File: config.mk
export PLATFORM = sky130hd
export DESIGN_NAME = cevh_event_handler
export DESIGN_NICKNAME = d
export VERILOG_FILES = /design/src/cevh_pkg.sv /design/src/cevh_event_handler.sv
export VERILOG_INCLUDE_DIRS = /design/src
export SDC_FILE = /design/constraint.sdc
export NUM_CORES = 1
export LEC_CHECK = 0
export ABC_AREA = 1
export BUFFER_PORTS_ARGS = -buffer_cell sky130_fd_sc_hd__buf_4
export CAP_MARGIN = 20
export CORE_UTILIZATION = 50
export DETAILED_ROUTE_END_ITERATION = 8
export PLACE_DENSITY = 0.85
export SETUP_SLACK_MARGIN = 0.5
export SYNTH_ARGS = -nofsm -noshare
export SYNTH_HDL_FRONTEND = slang
export SYNTH_SLANG_ARGS = --single-unit
export TNS_END_PERCENT = 20
File: constraint.sdc
create_clock -name sys_clk_i -period 2.3 [get_ports sys_clk_i]
set_input_delay 0.115 -clock sys_clk_i [delete_from_list [all_inputs] [get_ports sys_clk_i]]
set_output_delay 0.115 -clock sys_clk_i [all_outputs]
set_load 0.03 [all_outputs]
File: src/cevh_defines.svh
// Constants of the CPU event handler: offsets, field positions, reset values
// Assumes inclusion by bare name from the package and the design files
`ifndef CEVH_DEFINES_SVH
`define CEVH_DEFINES_SVH

// Register byte addresses
`define CEVH_OFS_FLAGS    8'h00
`define CEVH_OFS_ENABLE   8'h04
`define CEVH_OFS_TOP      8'h08
`define CEVH_OFS_SUMMARY  8'h0C
`define CEVH_OFS_IRQ_MASK 8'h10
`define CEVH_OFS_IRQ_STATUS 8'h1C

// Field positions of the level summary
`define CEVH_SUM_LOW_BIT  0
`define CEVH_SUM_HIGH_BIT 1

// Reset values
`define CEVH_RST_FLAGS    8'h00
`define CEVH_RST_ENABLE   8'h00
`define CEVH_RST_TOP      8'hFF
`define CEVH_RST_SUMMARY  8'h00
`define CEVH_RST_IRQ_MASK 8'h00
`define CEVH_RST_IRQ_STATUS 8'h00
`define CEVH_TOP_NONE     8'hFF

// Bus responses
`define CEVH_RESP_OKAY    2'h0
`define CEVH_RESP_SLVERR  2'h2

`endif

File: src/cevh_pkg.sv
// Types shared by the CPU event handler
// Assumes the defines header sits in the same folder
package cevh_pkg;
  `include "cevh_defines.svh"

  typedef logic [31:0] cevh_word_t;
  typedef logic [7:0]  cevh_byte_t;
  typedef logic [1:0]  cevh_resp_t;

  // Write channel handshake states
  typedef enum logic [1:0] {
    CEVH_WR_IDLE = 2'b01,
    CEVH_WR_RESP = 2'b10
  } cevh_wr_state_t;

  // Read channel handshake states
  typedef enum logic [1:0] {
    CEVH_RD_IDLE = 2'b01,
    CEVH_RD_DATA = 2'b10
  } cevh_rd_state_t;
endpackage

File: src/cevh_event_handler.sv
// CPU event handler: eight edge latched event flags, two core event lines,
// AXI4-Lite register slave and one level interrupt
// Assumes sources synchronous to sys_clk_i, the fastest clock of the system
//
// The AXI4-Lite interface to the registers and the register offsets are this design's own decisions.
`timescale 1ns/10ps
`include "cevh_defines.svh"

module cevh_event_handler #(
  parameter int ADDR_W = 8                     // Byte address width
) (
  input  wire logic                  sys_clk_i,         // System clock, 10 MHz
  input  wire logic                  rst_b_i,           // Global reset, active low
  input  wire logic [7:0]            event_src_i,       // Event sources
  output logic                       core_event_line_zero_o, // High group event line
  output logic                       core_event_line_one_o,  // Low group event line
  output logic                       irq_o,             // Level interrupt
  input  wire logic [ADDR_W-1:0]     s_axi_awaddr_i,    // Write address
  input  wire logic                  s_axi_awvalid_i,   // Write address valid
  output logic                       s_axi_awready_o,   // Write address ready
  input  wire cevh_pkg::cevh_word_t  s_axi_wdata_i,     // Write data
  input  wire logic [3:0]            s_axi_wstrb_i,     // Write strobes
  input  wire logic                  s_axi_wvalid_i,    // Write data valid
  output logic                       s_axi_wready_o,    // Write data ready
  output cevh_pkg::cevh_resp_t       s_axi_bresp_o,     // Write response
  output logic                       s_axi_bvalid_o,    // Write response valid
  input  wire logic                  s_axi_bready_i,    // Write response ready
  input  wire logic [ADDR_W-1:0]     s_axi_araddr_i,    // Read address
  input  wire logic                  s_axi_arvalid_i,   // Read address valid
  output logic                       s_axi_arready_o,   // Read address ready
  output cevh_pkg::cevh_word_t       s_axi_rdata_o,     // Read data
  output cevh_pkg::cevh_resp_t       s_axi_rresp_o,     // Read response
  output logic                       s_axi_rvalid_o,    // Read data valid
  input  wire logic                  s_axi_rready_i     // Read data ready
);
  import cevh_pkg::*;

  ////////////////////////////////////////////////////////////////////////////
  // Declarations

  cevh_byte_t      src_prev;        // Previous sample of the sources
  cevh_byte_t      event_flags;     // Latched event flags
  cevh_byte_t      event_enable_mask;
  cevh_byte_t      event_top_code;
  cevh_byte_t      event_level_summary;
  cevh_byte_t      irq_mask;
  cevh_byte_t      irq_status;      // Sticky event status for the interrupt
  cevh_byte_t      rise;
  cevh_byte_t      next_flags;
  cevh_byte_t      next_irq_status;
  cevh_byte_t      next_irq_mask;   // Interrupt mask as it stands after this edge
  cevh_byte_t      next_top_code;
  cevh_byte_t      flag_clear;
  cevh_byte_t      irq_clear;
  cevh_byte_t      next_summary;
  logic            high_group_pending;
  logic            low_group_pending;

  cevh_wr_state_t  wr_state;
  cevh_rd_state_t  rd_state;
  logic            aw_held;
  logic            w_held;
  logic [ADDR_W-1:0] aw_addr;
  cevh_word_t      w_data;
  logic [3:0]      w_strb;
  logic            wr_fire;
  logic            wr_hit;
  logic [ADDR_W-1:0] wr_addr_now;
  cevh_word_t      wr_data_now;
  logic [3:0]      wr_strb_now;

  ////////////////////////////////////////////////////////////////////////////
  // Edge detection and flag update

  // Sample every source each system clock
  always_ff @(posedge sys_clk_i or negedge rst_b_i) begin
    if (!rst_b_i) begin
      src_prev <= 8'h00;
    end else begin
      src_prev <= event_src_i;
    end
  end

  // Enabled rising edges, each source on its own
  assign rise = event_src_i & ~src_prev & event_enable_mask;

  // Clears from a write that hits the flag register or the interrupt status register
  assign flag_clear = (wr_fire && wr_hit && wr_addr_now == `CEVH_OFS_FLAGS && wr_strb_now[0])
                      ? wr_data_now[7:0] : 8'h00;
  assign irq_clear  = (wr_fire && wr_hit && wr_addr_now == `CEVH_OFS_IRQ_STATUS
                       && wr_strb_now[0]) ? wr_data_now[7:0] : 8'h00;

  // Set wins over a clear in the same cycle
  assign next_flags      = (event_flags & ~flag_clear) | rise;
  assign next_irq_status = (irq_status & ~irq_clear) | rise;

  // Mask seen by the interrupt line, so a mask write acts at once
  assign next_irq_mask = (wr_fire && wr_strb_now[0] && wr_addr_now == `CEVH_OFS_IRQ_MASK)
                         ? wr_data_now[7:0] : irq_mask;

  // Latched flags
  always_ff @(posedge sys_clk_i or negedge rst_b_i) begin
    if (!rst_b_i) begin
      event_flags <= `CEVH_RST_FLAGS;
    end else begin
      event_flags <= next_flags;
    end
  end

  // Interrupt status
  always_ff @(posedge sys_clk_i or negedge rst_b_i) begin
    if (!rst_b_i) begin
      irq_status <= `CEVH_RST_IRQ_STATUS;
    end else begin
      irq_status <= next_irq_status;
    end
  end

  ////////////////////////////////////////////////////////////////////////////
  // Derived status

  // Group summaries from the next flags so they track the flags exactly
  assign high_group_pending = |next_flags[7:4];
  assign low_group_pending  = |next_flags[3:0];

  always_comb begin
    next_summary = 8'h00;
    next_summary[`CEVH_SUM_HIGH_BIT] = high_group_pending;
    next_summary[`CEVH_SUM_LOW_BIT]  = low_group_pending;
  end

  // Highest set position wins
  always_comb begin
    next_top_code = `CEVH_TOP_NONE;
    for (int i = 0; i < 8; i++) begin
      if (next_flags[i]) begin
        next_top_code = 8'(i);
      end
    end
  end

  // Registered status, core lines and interrupt
  always_ff @(posedge sys_clk_i or negedge rst_b_i) begin
    if (!rst_b_i) begin
      event_top_code         <= `CEVH_RST_TOP;
      event_level_summary    <= `CEVH_RST_SUMMARY;
      core_event_line_zero_o <= 1'b0;
      core_event_line_one_o  <= 1'b0;
      irq_o                  <= 1'b0;
    end else begin
      event_top_code         <= next_top_code;
      event_level_summary    <= next_summary;
      core_event_line_zero_o <= high_group_pending;
      core_event_line_one_o  <= low_group_pending;
      irq_o                  <= |(next_irq_status & next_irq_mask);
    end
  end

  ////////////////////////////////////////////////////////////////////////////
  // Software writable registers

  assign wr_addr_now = aw_held ? aw_addr : s_axi_awaddr_i;
  assign wr_data_now = w_held ? w_data : s_axi_wdata_i;
  assign wr_strb_now = w_held ? w_strb : s_axi_wstrb_i;
  assign wr_hit = (wr_addr_now == `CEVH_OFS_FLAGS) || (wr_addr_now == `CEVH_OFS_ENABLE)
                  || (wr_addr_now == `CEVH_OFS_IRQ_MASK) || (wr_addr_now == `CEVH_OFS_TOP)
                  || (wr_addr_now == `CEVH_OFS_SUMMARY) || (wr_addr_now == `CEVH_OFS_IRQ_STATUS);
  // Write happens when both address and data are present in idle
  assign wr_fire = (wr_state == CEVH_WR_IDLE)
                   && (aw_held || s_axi_awvalid_i) && (w_held || s_axi_wvalid_i);

  // Enable mask and interrupt mask
  always_ff @(posedge sys_clk_i or negedge rst_b_i) begin
    if (!rst_b_i) begin
      event_enable_mask <= `CEVH_RST_ENABLE;
      irq_mask          <= `CEVH_RST_IRQ_MASK;
    end else if (wr_fire && wr_strb_now[0]) begin
      if (wr_addr_now == `CEVH_OFS_ENABLE) begin
        event_enable_mask <= wr_data_now[7:0];
      end else if (wr_addr_now == `CEVH_OFS_IRQ_MASK) begin
        irq_mask <= wr_data_now[7:0];
      end
    end
  end

  ////////////////////////////////////////////////////////////////////////////
  // AXI4-Lite write channel

  always_ff @(posedge sys_clk_i or negedge rst_b_i) begin
    if (!rst_b_i) begin
      wr_state        <= CEVH_WR_IDLE;
      aw_held         <= 1'b0;
      w_held          <= 1'b0;
      aw_addr         <= '0;
      w_data          <= 32'h0000_0000;
      w_strb          <= 4'h0;
      s_axi_awready_o <= 1'b1;
      s_axi_wready_o  <= 1'b1;
      s_axi_bvalid_o  <= 1'b0;
      s_axi_bresp_o   <= `CEVH_RESP_OKAY;
    end else begin
      case (wr_state)
        CEVH_WR_IDLE: begin
          if (wr_fire) begin
            aw_held         <= 1'b0;
            w_held          <= 1'b0;
            s_axi_awready_o <= 1'b0;
            s_axi_wready_o  <= 1'b0;
            s_axi_bvalid_o  <= 1'b1;
            s_axi_bresp_o   <= wr_hit ? `CEVH_RESP_OKAY : `CEVH_RESP_SLVERR;
            wr_state        <= CEVH_WR_RESP;
          end else begin
            if (s_axi_awvalid_i && s_axi_awready_o) begin
              aw_held         <= 1'b1;
              aw_addr         <= s_axi_awaddr_i;
              s_axi_awready_o <= 1'b0;
            end
            if (s_axi_wvalid_i && s_axi_wready_o) begin
              w_held         <= 1'b1;
              w_data         <= s_axi_wdata_i;
              w_strb         <= s_axi_wstrb_i;
              s_axi_wready_o <= 1'b0;
            end
          end
        end
        CEVH_WR_RESP: begin
          if (s_axi_bready_i) begin
            s_axi_bvalid_o  <= 1'b0;
            s_axi_awready_o <= 1'b1;
            s_axi_wready_o  <= 1'b1;
            wr_state        <= CEVH_WR_IDLE;
          end
        end
        default: begin
          wr_state <= CEVH_WR_IDLE;
        end
      endcase
    end
  end

  ////////////////////////////////////////////////////////////////////////////
  // AXI4-Lite read channel

  always_ff @(posedge sys_clk_i or negedge rst_b_i) begin
    if (!rst_b_i) begin
      rd_state        <= CEVH_RD_IDLE;
      s_axi_arready_o <= 1'b1;
      s_axi_rvalid_o  <= 1'b0;
      s_axi_rdata_o   <= 32'h0000_0000;
      s_axi_rresp_o   <= `CEVH_RESP_OKAY;
    end else begin
      case (rd_state)
        CEVH_RD_IDLE: begin
          if (s_axi_arvalid_i) begin
            s_axi_arready_o <= 1'b0;
            s_axi_rvalid_o  <= 1'b1;
            s_axi_rresp_o   <= `CEVH_RESP_OKAY;
            rd_state        <= CEVH_RD_DATA;
            // Address decode, unmapped gives zero data and an error
            if (s_axi_araddr_i == `CEVH_OFS_FLAGS) begin
              s_axi_rdata_o <= {24'h000000, event_flags};
            end else if (s_axi_araddr_i == `CEVH_OFS_ENABLE) begin
              s_axi_rdata_o <= {24'h000000, event_enable_mask};
            end else if (s_axi_araddr_i == `CEVH_OFS_TOP) begin
              s_axi_rdata_o <= {24'h000000, event_top_code};
            end else if (s_axi_araddr_i == `CEVH_OFS_SUMMARY) begin
              s_axi_rdata_o <= {24'h000000, event_level_summary};
            end else if (s_axi_araddr_i == `CEVH_OFS_IRQ_MASK) begin
              s_axi_rdata_o <= {24'h000000, irq_mask};
            end else if (s_axi_araddr_i == `CEVH_OFS_IRQ_STATUS) begin
              s_axi_rdata_o <= {24'h000000, irq_status};
            end else begin
              s_axi_rdata_o <= 32'h0000_0000;
              s_axi_rresp_o <= `CEVH_RESP_SLVERR;
            end
          end
        end
        CEVH_RD_DATA: begin
          if (s_axi_rready_i) begin
            s_axi_rvalid_o  <= 1'b0;
            s_axi_arready_o <= 1'b1;
            rd_state        <= CEVH_RD_IDLE;
          end
        end
        default: begin
          rd_state <= CEVH_RD_IDLE;
        end
      endcase
    end
  end

endmodule // cevh_event_handler

; ---- Word-level counts from Yosys, hierarchy flattened
; Cells that the tools add are included.
; Widths: inputs -> output; s select.
[totals]
out_inout_bits = 44
register_bits = 117
word_cells = 151
input_bits = 67
[classes]
n_mux = 53
bitwise_logic = 12
n_eq_ne = 20
n_reduce_logical = 41
[op_table]
columns = cell, n
row1 = $mux 8, 19
row2 = $and 8x8->8, 5
row3 = $eq 8x4->1 const B, 4
row4 = $eq 8x5->1 const B, 4
row5 = $not 8->8, 3
row6 = $mux 2, 11
row7 = $reduce_and 3->1, 7
row8 = $eq 8x3->1 const B, 2
row9 = $logic_not 8->1, 2
row10 = $mux 1, 16
row11 = $or 8x8->8, 2
row12 = $reduce_and 2->1, 7
row13 = $logic_and 1x1->1, 11
row14 = $pmux 1 s2, 5
row15 = $ne 2x2->1 const B, 4
row16 = $pmux 2 s2, 2
row17 = $reduce_bool 2->1, 4
row18 = $reduce_or 4->1, 2
row19 = $reduce_or 8->1, 1
row20 = $logic_or 1x1->1, 7
row21 = $ne 3x2->1 const B, 2
row22 = $eq 2x1->1 const B, 2
row23 = $eq 2x2->1 const B, 2
row24 = $not 1->1, 2

; ---- Logic depth before layout (Yosys ltp)
; Gate-level depths: netlist (run 1).
[logic_depth]
ltp_word = 22
mapped_depth = 16
depth_no_buf = 16

; ---- Worst setup path after synthesis (run 1)
; No wires, ideal clock.
[synth_path]
path_kind = reg-to-reg
from = reg wr_state[0]
to = reg aw_addr[5]
setup_ns = 0.125
path_stages_with_launch = 8
t_arrival_ns = 1.729
period_less_slack_ns = 1.854
t_required_ns = 2.175
path_buffers = 1
path_slack_ns = 0.446
path_cell_list = dfstp_2 -> ha_1 -> o211ai_2 -> inv_1 -> nor2_2 -> nand3_1 -> clkbuf_1 -> mux2_2
[synth_between]
elab_chain_cells = 5
[synth_lines]
columns = element, line_no
row1 = from (decl), cevh_event_handler.sv:59  ; cevh_wr_state_t wr_state;
row2 = from (signal assigned), cevh_event_handler.sv:191  ; wr_state <= CEVH_WR_IDLE;
row3 = from (signal assigned), cevh_event_handler.sv:211  ; wr_state <= CEVH_WR_RESP;
row4 = from (signal assigned), cevh_event_handler.sv:231  ; wr_state <= CEVH_WR_IDLE;
row5 = $eq 2x1->1 *, "cevh_event_handler.sv:169, cevh_event_handler.sv:202"
row6 = $logic_and 1x1->1 (2 in a row), cevh_event_handler.sv:170  ; && (aw_held || s_axi_awvalid_i) && (w_held || s_axi_wvalid_i);
row7 = $not 1->1 (no source line), -
row8 = $reduce_and 3->1 (no source line) *, -
row9 = to (signal assigned), cevh_event_handler.sv:215  ; aw_addr <= s_axi_awaddr_i;
row10 = to (decl), cevh_event_handler.sv:63  ; logic [ADDR_W-1:0] aw_addr;
; Every way passes the cells marked *; elsewhere a longest branch is shown, timed or not.
; A chain may end at the register's enable or synchronous reset.

; ---- Worst setup path in the final report (run 1)
[layout_path]
from = reg aw_held
to = reg irq_o
[layout_between]
elab_chain_cells = 16
word_cells_on_any_way = 27
classes_between = eq/ne: 5 / mux: 3 / bitwise: 4 / reduce/logical: 15
[layout_lines]
columns = element, line_no
row1 = from (decl), cevh_event_handler.sv:61  ; logic aw_held;
row2 = from (signal assigned), cevh_event_handler.sv:192  ; aw_held <= 1'b0;
row3 = from (signal assigned), cevh_event_handler.sv:205  ; aw_held <= 1'b0;
row4 = from (signal assigned), cevh_event_handler.sv:214  ; aw_held <= 1'b1;
row5 = $mux 8, cevh_event_handler.sv:162  ; assign wr_addr_now = aw_held ? aw_addr : s_axi_awaddr_i;
row6 = $eq 8x3->1 (no source line) or $logic_not 8->1 (tied branches), -
row7 = $logic_or 1x1->1 (5 in a row), cevh_event_handler.sv:165  ; assign wr_hit = (wr_addr_now == `CEVH_OFS_FLAGS) || (wr_addr_now == `CEVH_OFS_ENABLE)
row8 = $logic_and 1x1->1, cevh_event_handler.sv:90  ; assign irq_clear = (wr_fire && wr_hit && wr_addr_now == `CEVH_OFS_IRQ_STATUS
row9 = $logic_and 1x1->1 (no source line), -
row10 = $logic_and 1x1->1, cevh_event_handler.sv:90
row11 = $mux 8, cevh_event_handler.sv:90
row12 = $not 8->8, cevh_event_handler.sv:95  ; assign next_irq_status = (irq_status & ~irq_clear) | rise;
row13 = $and 8x8->8, cevh_event_handler.sv:95
row14 = $or 8x8->8, cevh_event_handler.sv:95
row15 = $and 8x8->8 *, cevh_event_handler.sv:155  ; irq_o <= |(next_irq_status & next_irq_mask);
row16 = $reduce_or 8->1 *, cevh_event_handler.sv:155
row17 = to (signal assigned), cevh_event_handler.sv:155
row18 = to (decl), cevh_event_handler.sv:17  ; output logic irq_o,
; Marked as above.

==> results.py, run 1 <==
metrics = {
    "cells_and_area": {
        "num_antenna_cells": 0,
        "final_layout_size_suffix_gt1_frac": 0.255,
        "fillCellCount": 654,
        "nets": 664,
        "areaGrowthSynthToFinish_pct": 24.9,
        "final_core_util": 0.658,
    },
    "grt": {
        "grt_antenna_before_repair": 0,
        "grt_pass1_vias": 3426,
        "overflow": 0,
        "grtUsageTotal": 0.240,
        "grt_pass1_wl_mm": 16.1,
        "grt_max_degree": 45,
    },
    "critical_path": {
        "critPathRequiredTime_ps": 2560,
        "crit_path_end_kind": "register",
        "arrival_ps": 2270,
        "path_class": "reg -> reg",
        "critPathMaxFanout": 8,
        "start_kind": "register",
        "reg2regPathDepth": 13,
    },
    "clocking": {
        "cts_tree": "yes",
        "cts.path.max_buffers": 2,
        "htreeDepth": 3,
        "cts_root_buf": "clkbuf_8",
        "cts_buffers": 9,
        "clk_pin_slew_worst_paths_ps": 100,
        "cts.sinks": 85,
        "clk_latency_ps": 370,
    },
    "yosys": {
        "synthCells": 500,
        "synth_compound_area_frac": 0.105,
        "yosysSeqAreaShare": 0.517,
        "synth-seq-cells": 85,
        "netlist_area_sq_um": 4140,
        "synth_top_family_by_area": "simple AND/OR/NAND/NOR gates",
        "synth_simple_gate_area_frac": 0.239,
        "yosysWarnings": 0,
        "synth_xor_area_frac": 0,
        "synth_top_area_share": 0.460,
        "synth.area.mux_share": 0.0163,
        "yosysTopAreaCell": "dfrtp_1",
        "yosysUniqueCellTypes": 36,
        "synth_adder_area_share": 0.00605,
        "ys_top_cells_by_area": "dfrtp_1, nand2_1, o21ai_0",
        "synth_area_per_cell_sq_um": 8.27,
    },
    "hold_path": {
        "hp-class": "in -> reg",
        "holdPathStages": 2,
    },
    "route": {
        "wire_per_inst_um": 13.9,
        "antenna_left": 0,
        "vias": 3556,
        "drtPass1Iterations": 7,
        "drc": 0,
        "drt-total-wl_mm": 9.74,
        "avgViaCountPerCell": 5.07,
        "drt_iter0_drc": 243,
    },
    "die": {
        "dieArea_sq_um": 8640,
        "dieWidth_um": 92.9,
        "start_util": 0.527,
        "num_rows": 32,
        "die_y_um": 92.9,
        "ios": 111,
        "core_sq_um": 7850,
    },
    "power": {
        "p_clk_frac": 0.195,
        "total_leakage_power_nw": 2.61,
        "p_per_area_nw_per_um2": 1020,
        "netSwitchingPower_mw": 2.14,
        "irDropWorstVdd_uv": 1000,
        "p_seq_frac": 0.429,
        "p_int_mw": 3.13,
        "swShare": 0.406,
        "power_frac_comb": 0.376,
    },
    "place": {
        "io_buffer_count": 57,
        "post-place-ws_ps": 113,
        "hpwl_mm": 6.46,
        "finalWeightedCongestion": 0.852,
    },
    "timing": {
        "drv_slew": 0,
        "finalCritPeriodShare": 0.873,
        "layout_setup_ws_ps": 292,
        "finClkSkew_ps": 11.5,
        "final-hold-violation-count": 0,
        "setup_tns_ps": 0,
        "slew_headroom": 0.633,
        "worstMarginPinSlew_ps": 551,
        "grt_setup_unrepaired": "true",
        "fmax_mhz": 498,
        "setup_violations": 0,
        "period_needed_ps": 2010,
    },
    "status": {
        "status": "finished clean",
    },
    "flow_run": {
        "maxCapViolCount": 0,
    },
}
[timing repair]
action / in CTS / in global routing
setup buffers: 8 / 3
cloned: 1 / 0
setup endpoints to repair: 29 / 27
gates resized for setup: 18 / 17
pin swaps: 12 / 7
hold endpoints to repair: 49 / 0
hold buffers: 14 / 0
[cells in the mapped netlist (all sizes together)]
master,count
conb,1
nand2,160
clkbuf,5
o41ai,1
dfrtp,76
dfstp,9
mux2,6
ha,2
nor2,30
a31oi,2
inv,67
and3,1
or2,2
nand4,3
nor3b,1
nor3,5
o211ai,2
a21oi,15
nand3,19
o22ai,2
nor4,1
o2111ai,2
and2,1
buf,27
nand3b,4
o21ai,56
[worst max-delay path, stage by stage, from the launching register on]
cell,delay (ps)
dfrtp_2,470
clkinv_4,110
nand2_2,60
nand2_1,60
nand3b_1,240
nor2_2,160
nand2_2,130
buf_6,160
o21ai_4,120
inv_2,60
nand2_2,70
nand2_2,60
a21oi_2,100
nand3b_1,80
[cells by family (layout without fill, tap and decap cells)]
| logic type | Yosys count | count (layout) |
|---|---|---|
| AO/OA/AOI/OAI | 80 | 80 |
| adder cells (fa/ha/maj) | 2 | 2 |
| multiplexers | 6 | 6 |
| AND/OR/NAND/NOR | 227 | 227 |
| flip-flops | 85 | 85 |
| other | 1 | 26 |
| buffers and inverters | 99 | 174 |
[flip-flops by register name (all words and copies together), names as in the netlist, 2 cells and up]
register,cells
src_prev,8
rd_state,2
event_flags,8
wr_state,2
event_level_summary,2
aw_addr,8
w_data,8
event_top_code,4
event_enable_mask,8
irq_status,8
s_axi_rdata_o,8
irq_mask,8
[metal layers]
| metal | track usage | wire, um | vias up |
|---|---|---|---|
| li1 | - | - | 1717 |
| met1 | 0.325 | 4440 | 1696 |
| met2 | 0.393 | 4670 | 126 |
| met3 | 0.0452 | 497 | 17 |
| met4 | 0.0692 | 133 | 0 |
| met5 | 0 | 0 | - |
[layout make-up]
cell class	count	area, sq um	share of cell area
flip-flops and latches	85	2140	0.414
multi-input cells	341	1710	0.331
repair buffers	91	743	0.144
inverters	67	256	0.0497
well taps	102	128	0.0247
clock buffers	9	124	0.0240
clock inverters	7	63.8	0.0124
[placed cells by master, fill, tap and decap left out, types with 5 or more instances in the layout]
cell           Yosys  routed
nand2_1          150     144
dfrtp_1           76      75
buf_4             26      71
inv_1             64      63
o21ai_0           51      45
conb_1             1      26
nor2_1            20      19
nand3_1           19      16
nand2_2           10      15
dlygate4sd3_1      0      14
a21oi_1           14      12
o21ai_1            4      10
clkbuf_8           0       9
dfstp_2            9       9
nor2_2             8       6
mux2_2             6       6
nor2_4             2       5
nor3_1             5       5
[through the flow]
stage	hold WS (ps)	power (mW)	instance area [sq um]	std cells
after floorplan	-181	3.48	4230	525
after global placement	136	3.89	4630	660
after detailed placement	143	4.00	4630	660
after CTS	4.94	5.18	5100	699
after global routing	12.5	5.60	5160	702
final	5.85	5.27	5160	702
[final timing paths]
check | start | endpoint | slack, ps
min | s_axi_awaddr_i[3] | aw_addr[3] | 6
max reg2reg | aw_held | irq_o | 290
max in group asynchronous | rst_b_i | s_axi_wready_o | 1330
min reg2reg | s_axi_arready_o | s_axi_arready_o | 470
min in group asynchronous | rst_b_i | s_axi_rdata_o[5] | 270
max | aw_held | irq_o | 290
[power by group through the flow]
stage               Sequential (mW)  Combinational, mW  Clock (mW)
floorplan                      2.35               1.13           0
global placement               2.23               1.66           0
detailed placement             2.25               1.74           0
CTS                            2.25               1.89        1.04
global route                   2.31               2.19        1.11
finish                         2.26               1.98        1.03
(Power assumes the default switching activity.)
==> run 2, diff against run 1 <==
- CELL_PAD_IN_SITES_DETAIL_PLACEMENT: unset -> 2
- CELL_PAD_IN_SITES_GLOBAL_PLACEMENT: unset -> 2
- CORE_UTILIZATION: 50 -> 30
- PLACE_DENSITY: 0.85 -> 0.88
==> run 2 against run 1 <==
Core utilization shrank 24 points. Largest cell class unchanged. Critical path type unchanged. Clock power grew 39%. Routed wire length grew 46%. Die area grew 65%. Highest routed layer unchanged. Largest power group is now combinational cells.
==> results.py, run 2 (synthesis results as in run 1) <==
metrics = {
    "status": {
        "status": "finished clean",
    },
    "hold_path": {
        "min_from": "s_axi_awaddr_i[4]",
        "holdPathStages": 2,
        "whs_endpoint": "aw_addr[4]",
        "hp-class": "in -> reg",
    },
    "critical_path": {
        "arrival_ps": 2350,
        "reg2regPathDepth": 16,
        "critPathMaxFanout": 7,
        "path_class": "reg -> reg",
        "reg2reg_to": "irq_o",
        "start_kind": "register",
        "critPathRequiredTime_ps": 2530,
        "rr_startpoint": "aw_held",
        "crit_path_end_kind": "register",
        "r2r_slack_ps": 180,
    },
    "timing": {
        "setup_violations": 0,
        "layout_setup_ws_ps": 181,
        "final-hold-violation-count": 0,
        "drv_slew": 0,
        "grt_setup_unrepaired": "true",
        "setup_tns_ps": 0,
        "finClkSkew_ps": 5.55,
        "finalCritPeriodShare": 0.921,
        "slew_headroom": 0.643,
        "holdWs_ps": 15.9,
        "period_needed_ps": 2120,
        "fmax_mhz": 472,
        "worstMarginPinSlew_ps": 530,
    },
    "die": {
        "dieArea_sq_um": 14300,
        "dieWidth_um": 119,
        "ios": 111,
        "start_util": 0.310,
        "core_sq_um": 13300,
        "num_rows": 42,
        "die_y_um": 119,
    },
    "clocking": {
        "clk_latency_ps": 350,
        "cts_buffers": 9,
        "cts_tree": "yes",
        "htreeDepth": 3,
        "cts.path.max_buffers": 2,
        "cts_root_buf": "clkbuf_16",
        "clk_pin_slew_worst_paths_ps": 60,
        "cts.sinks": 85,
    },
    "route": {
        "avgViaCountPerCell": 4.76,
        "vias": 3736,
        "drt_iter0_drc": 88,
        "drtPass1Iterations": 4,
        "wire_per_inst_um": 18.1,
        "antenna_left": 0,
        "drt-total-wl_mm": 14.2,
        "drc": 0,
    },
    "cells_and_area": {
        "nets": 673,
        "areaGrowthSynthToFinish_pct": 33.4,
        "final_core_util": 0.413,
        "final_common_cell": "nand2_1",
        "final_layout_size_suffix_gt1_frac": 0.292,
        "final_cell_mix": "nand2_1, buf_4, dfrtp_1",
        "instances_no_fill": 785,
        "num_antenna_cells": 0,
    },
    "place": {
        "hpwl_mm": 9.47,
        "finalWeightedCongestion": 0.788,
        "post-place-ws_ps": -71.9,
        "dpl.cell_count": 742,
        "io_buffer_count": 57,
    },
    "grt": {
        "grt_max_degree": 37,
        "grt_pass1_vias": 4226,
        "grt_antenna_before_repair": 0,
        "overflow": 0,
        "grtUsageTotal": 0.211,
        "grt_pass1_wl_mm": 22.4,
    },
    "power": {
        "irDropWorstVdd_uv": 558,
        "total_leakage_power_nw": 2.74,
        "p_per_area_nw_per_um2": 1120,
    },
    "flow_run": {
        "maxCapViolCount": 0,
    },
}
==> run 2: changes by cell type in the layout (fill, tap and decap cells not counted), moves of 5 or more <==
cell           previous run  this run
o21ai_1                  10        15
clkbuf_16                 0         9
clkbuf_8                  9         3
nand2_1                 144       137
dlygate4sd3_1            14         9
o21ai_0                  45        37
nand2_4                   1         6
buf_4                    71        84
==> run 2: worst max-delay path by stage <==
| stage | start | endpoint | slack, ps |
|---|---|---|---|
| detailed placement | aw_held | irq_o | -70 |
| floorplan | wr_state[0] | irq_o | 460 |
| global placement | wr_state[0] | irq_o | 160 |
| global route | aw_held | irq_o | 90 |
| finish | aw_held | irq_o | 180 |
| CTS | aw_held | irq_o | 270 |
==> run 2: power by group <==
part / total (mW) / internal [mW] / switching (mW)
Clock: 1.43 / 0.821 / 0.605
Combinational: 2.44 / 0.904 / 1.54
Sequential: 2.29 / 1.99 / 0.304
==> run 2: cell type report <==
type / instances / area [sq um]
inverter: 67 / 255
clock inverter: 1 / 5.00
fill: 1525 / 7830
clock buffer: 15 / 278
sequential: 85 / 2140
multi-input combinational: 341 / 1810
timing repair buffer: 100 / 808
tap: 176 / 220
==> run 2: repair_timing <==
item,CTS,global route
resized for setup,45,23
hold buffers,9,0
endpoints found under the setup margin,40,58
hold endpoints to repair,40,0
pin swaps,18,16
buffers inserted,14,4
==> run 2: critical path, cell delays in order, from the launching register on <==
cell      delay [ps]
dfrtp_1          430
inv_2            150
buf_6            120
nor2_2            30
nand2_1          100
nand2_2          110
nand2_4          110
nor2_4            50
nand2_4          130
buf_6            150
nand2_1           70
o21ai_1           90
inv_1             90
nand2_2           80
nand2_2           60
a21oi_2          130
nand3b_1          90
==> run 2: metal layers <==
| layer | GRT usage | vias to the layer above | part of all wire |
|---|---|---|---|
| met1 | 0.243 | 1885 | 0.42 |
| met3 | 0.0268 | 26 | 0.027 |
| met2 | 0.386 | 89 | 0.53 |
| met5 | 0 | - | 0 |
| met4 | 0.100 | 0 | 0.031 |
| li1 | - | 1736 | - |
==> run 2: metrics by stage <==
step / power (mW) / area [sq um]
after floorplan: 3.48 / 4230
after global placement: 4.00 / 4780
after detailed placement: 4.19 / 4780
after CTS: 5.98 / 5420
after global routing: 6.49 / 5520
final: 6.16 / 5520
==> run 3, diff against run 2 <==
- CORE_UTILIZATION: 30 -> 27
- CTS_CLUSTER_SIZE: unset -> 24
- PLACE_DENSITY: 0.88 -> 0.84
- SLEW_MARGIN: unset -> 20
- clock period: 2.3 -> 1.9 ns (I/O delays scaled with it)
==> run 3 against run 2 <==
The flow now finishes with violations (setup timing). Via count up 1.6%. Critical endpoint unchanged. Power up 26%. Clock skew about the same.
==> results.py, run 3 (synthesis results as in run 1) <==
metrics = {
    "status": {
        "status": "finished, violations left",
        "violations": "setup timing",
    },
    "timing": {
        "finClkSkew_ps": 5.48,
        "layout_setup_ws_ps": -221,
        "finalCritPeriodShare": 1.12,
        "fmax_mhz": 471,
        "setup_tns_ps": -1620,
        "final-hold-violation-count": 0,
        "setup_violations": 24,
        "grt_setup_unrepaired": "true",
        "drv_slew": 0,
        "period_needed_ps": 2120,
    },
    "critical_path": {
        "worst-path-buf-inv": 4,
        "reg2regPathDepth": 14,
        "crit_path_end_kind": "register",
        "path_class": "reg -> reg",
        "arrival_ps": 2410,
        "cpMaxStageDelayCell": "dfrtp_2",
        "cpMostUsedCell": "buf_4",
        "reg2reg_to": "irq_o",
        "max_stage_delay_ps": 460,
        "critPathMaxFanout": 8,
        "start_kind": "register",
        "rr_startpoint": "aw_held",
        "cpLargestDelayFamily": "simple AND/OR/NAND/NOR gates",
        "critPathRequiredTime_ps": 2190,
        "r2r_slack_ps": -220,
        "cp_cell_sequence": "clkinv_4 -> nand2_4 -> nand2_4 -> nand3b_1 -> buf_4 -> nor2_4 -> buf_4 -> nand2_2 -> buf_4 -> o21ai_4 -> nand2_1 -> nand2_1 -> a21oi_1 -> nand3b_1",
    },
    "route": {
        "antenna_left": 0,
        "vias": 3794,
        "wire_per_inst_um": 17.7,
        "avgViaCountPerCell": 4.70,
        "drc": 0,
        "drt-total-wl_mm": 14.3,
        "drt_iter0_drc": 105,
        "drtPass1Iterations": 4,
    },
    "grt": {
        "grt_pass1_vias": 4266,
        "grtUsageMet3": 0.0425,
        "busiest_layer": "met2",
        "met1_usage": 0.202,
        "grtUsageTotal": 0.178,
        "grt_antenna_before_repair": 0,
        "grt_use_met2": 0.334,
        "grt_max_degree": 65,
        "overflow": 0,
        "grt_pass1_wl_mm": 21.7,
    },
    "cells_and_area": {
        "nets": 687,
        "areaGrowthSynthToFinish_pct": 38.7,
        "final_layout_size_suffix_gt1_frac": 0.323,
        "final_cell_mix": "nand2_1, buf_4, dfrtp_1",
        "final_common_cell": "nand2_1",
        "final_core_util": 0.389,
        "num_antenna_cells": 0,
        "fillCellCount": 1640,
    },
    "place": {
        "finalWeightedCongestion": 0.798,
        "io_buffer_count": 57,
        "hpwl_mm": 9.66,
    },
    "die": {
        "dieArea_sq_um": 15800,
        "core_sq_um": 14800,
        "die_y_um": 126,
        "num_rows": 44,
        "ios": 111,
        "start_util": 0.280,
        "dieWidth_um": 126,
    },
    "flow_run": {
        "maxCapViolCount": 0,
    },
    "clocking": {
        "clk_latency_ps": 350,
        "cts.path.max_buffers": 2,
        "cts_buffers": 9,
        "cts.sinks": 85,
        "cts_tree": "yes",
        "htreeDepth": 3,
        "cts_root_buf": "clkbuf_16",
        "clk_pin_slew_worst_paths_ps": 70,
    },
    "hold_path": {
        "hp-class": "in -> reg",
        "whs_endpoint": "aw_addr[3]",
        "holdPathStages": 2,
        "min_from": "s_axi_awaddr_i[3]",
    },
    "power": {
        "p_per_area_nw_per_um2": 1350,
        "total_leakage_power_nw": 2.83,
        "irDropWorstVdd_uv": 647,
    },
}
-- run 3: cell type report --
cell class | instances | area, sq um | share of cell area
clock buffer | 10 | 239 | 0.0417
clock inverter | 6 | 93.8 | 0.0164
inverter | 67 | 256 | 0.0447
multi-input combinational | 342 | 1840 | 0.320
sequential | 85 | 2140 | 0.373
tap | 184 | 230 | 0.0401
timing repair buffer | 113 | 938 | 0.164
-- run 3: per-layer routing --
layer / routed length (um) / up-vias
met5: 0 / -
met4: 198 / 0
met3: 568 / 15
met2: 7850 / 92
met1: 5710 / 1907
li1: - / 1780
-- run 3: how the worst max path moves through the flow --
stage,startpoint,end,slack (ps),cells after the start
2_1_floorplan,aw_held,irq_o,190,13
3_3_place_gp,aw_held,aw_addr[6],-40,9
3_5_place_dp,aw_held,irq_o,-220,12
4_1_cts,aw_held,irq_o,-120,11
5_1_grt,aw_held,irq_o,-420,13
6_report,aw_held,irq_o,-220,14
-- run 3: power breakdown --
part,internal [mW],leakage [nW],switching (mW)
logic,1.17,1.62,1.81
clock network,1.20,0.160,0.779
registers,2.41,1.05,0.403
-- run 3: what timing repair did --
item                                   in CTS  in global routing
setup endpoints to repair                  65                 69
cloned                                      0                  1
buffers inserted                           10                 10
pin swaps                                  28                 15
resized for setup                          47                 21
endpoints found under the hold margin      33                  0
hold buffers                               13                  0
-- run 3: per-stage QoR --
| step | std cells | total power, mW | instance area, sq um | hold WS, ps | setup slack, ps |
|---|---|---|---|---|---|
| finish | 807 | 7.77 | 5740 | 8.93 | -221 |
| detailed placement | 757 | 5.27 | 4910 | 13.5 | -219 |
| global route | 807 | 8.19 | 5740 | 12.7 | -417 |
| floorplan | 525 | 4.32 | 4310 | -201 | 185 |
| CTS | 796 | 7.56 | 5580 | 0.799 | -117 |
| global placement | 757 | 5.05 | 4910 | 3.67 | -41.0 |
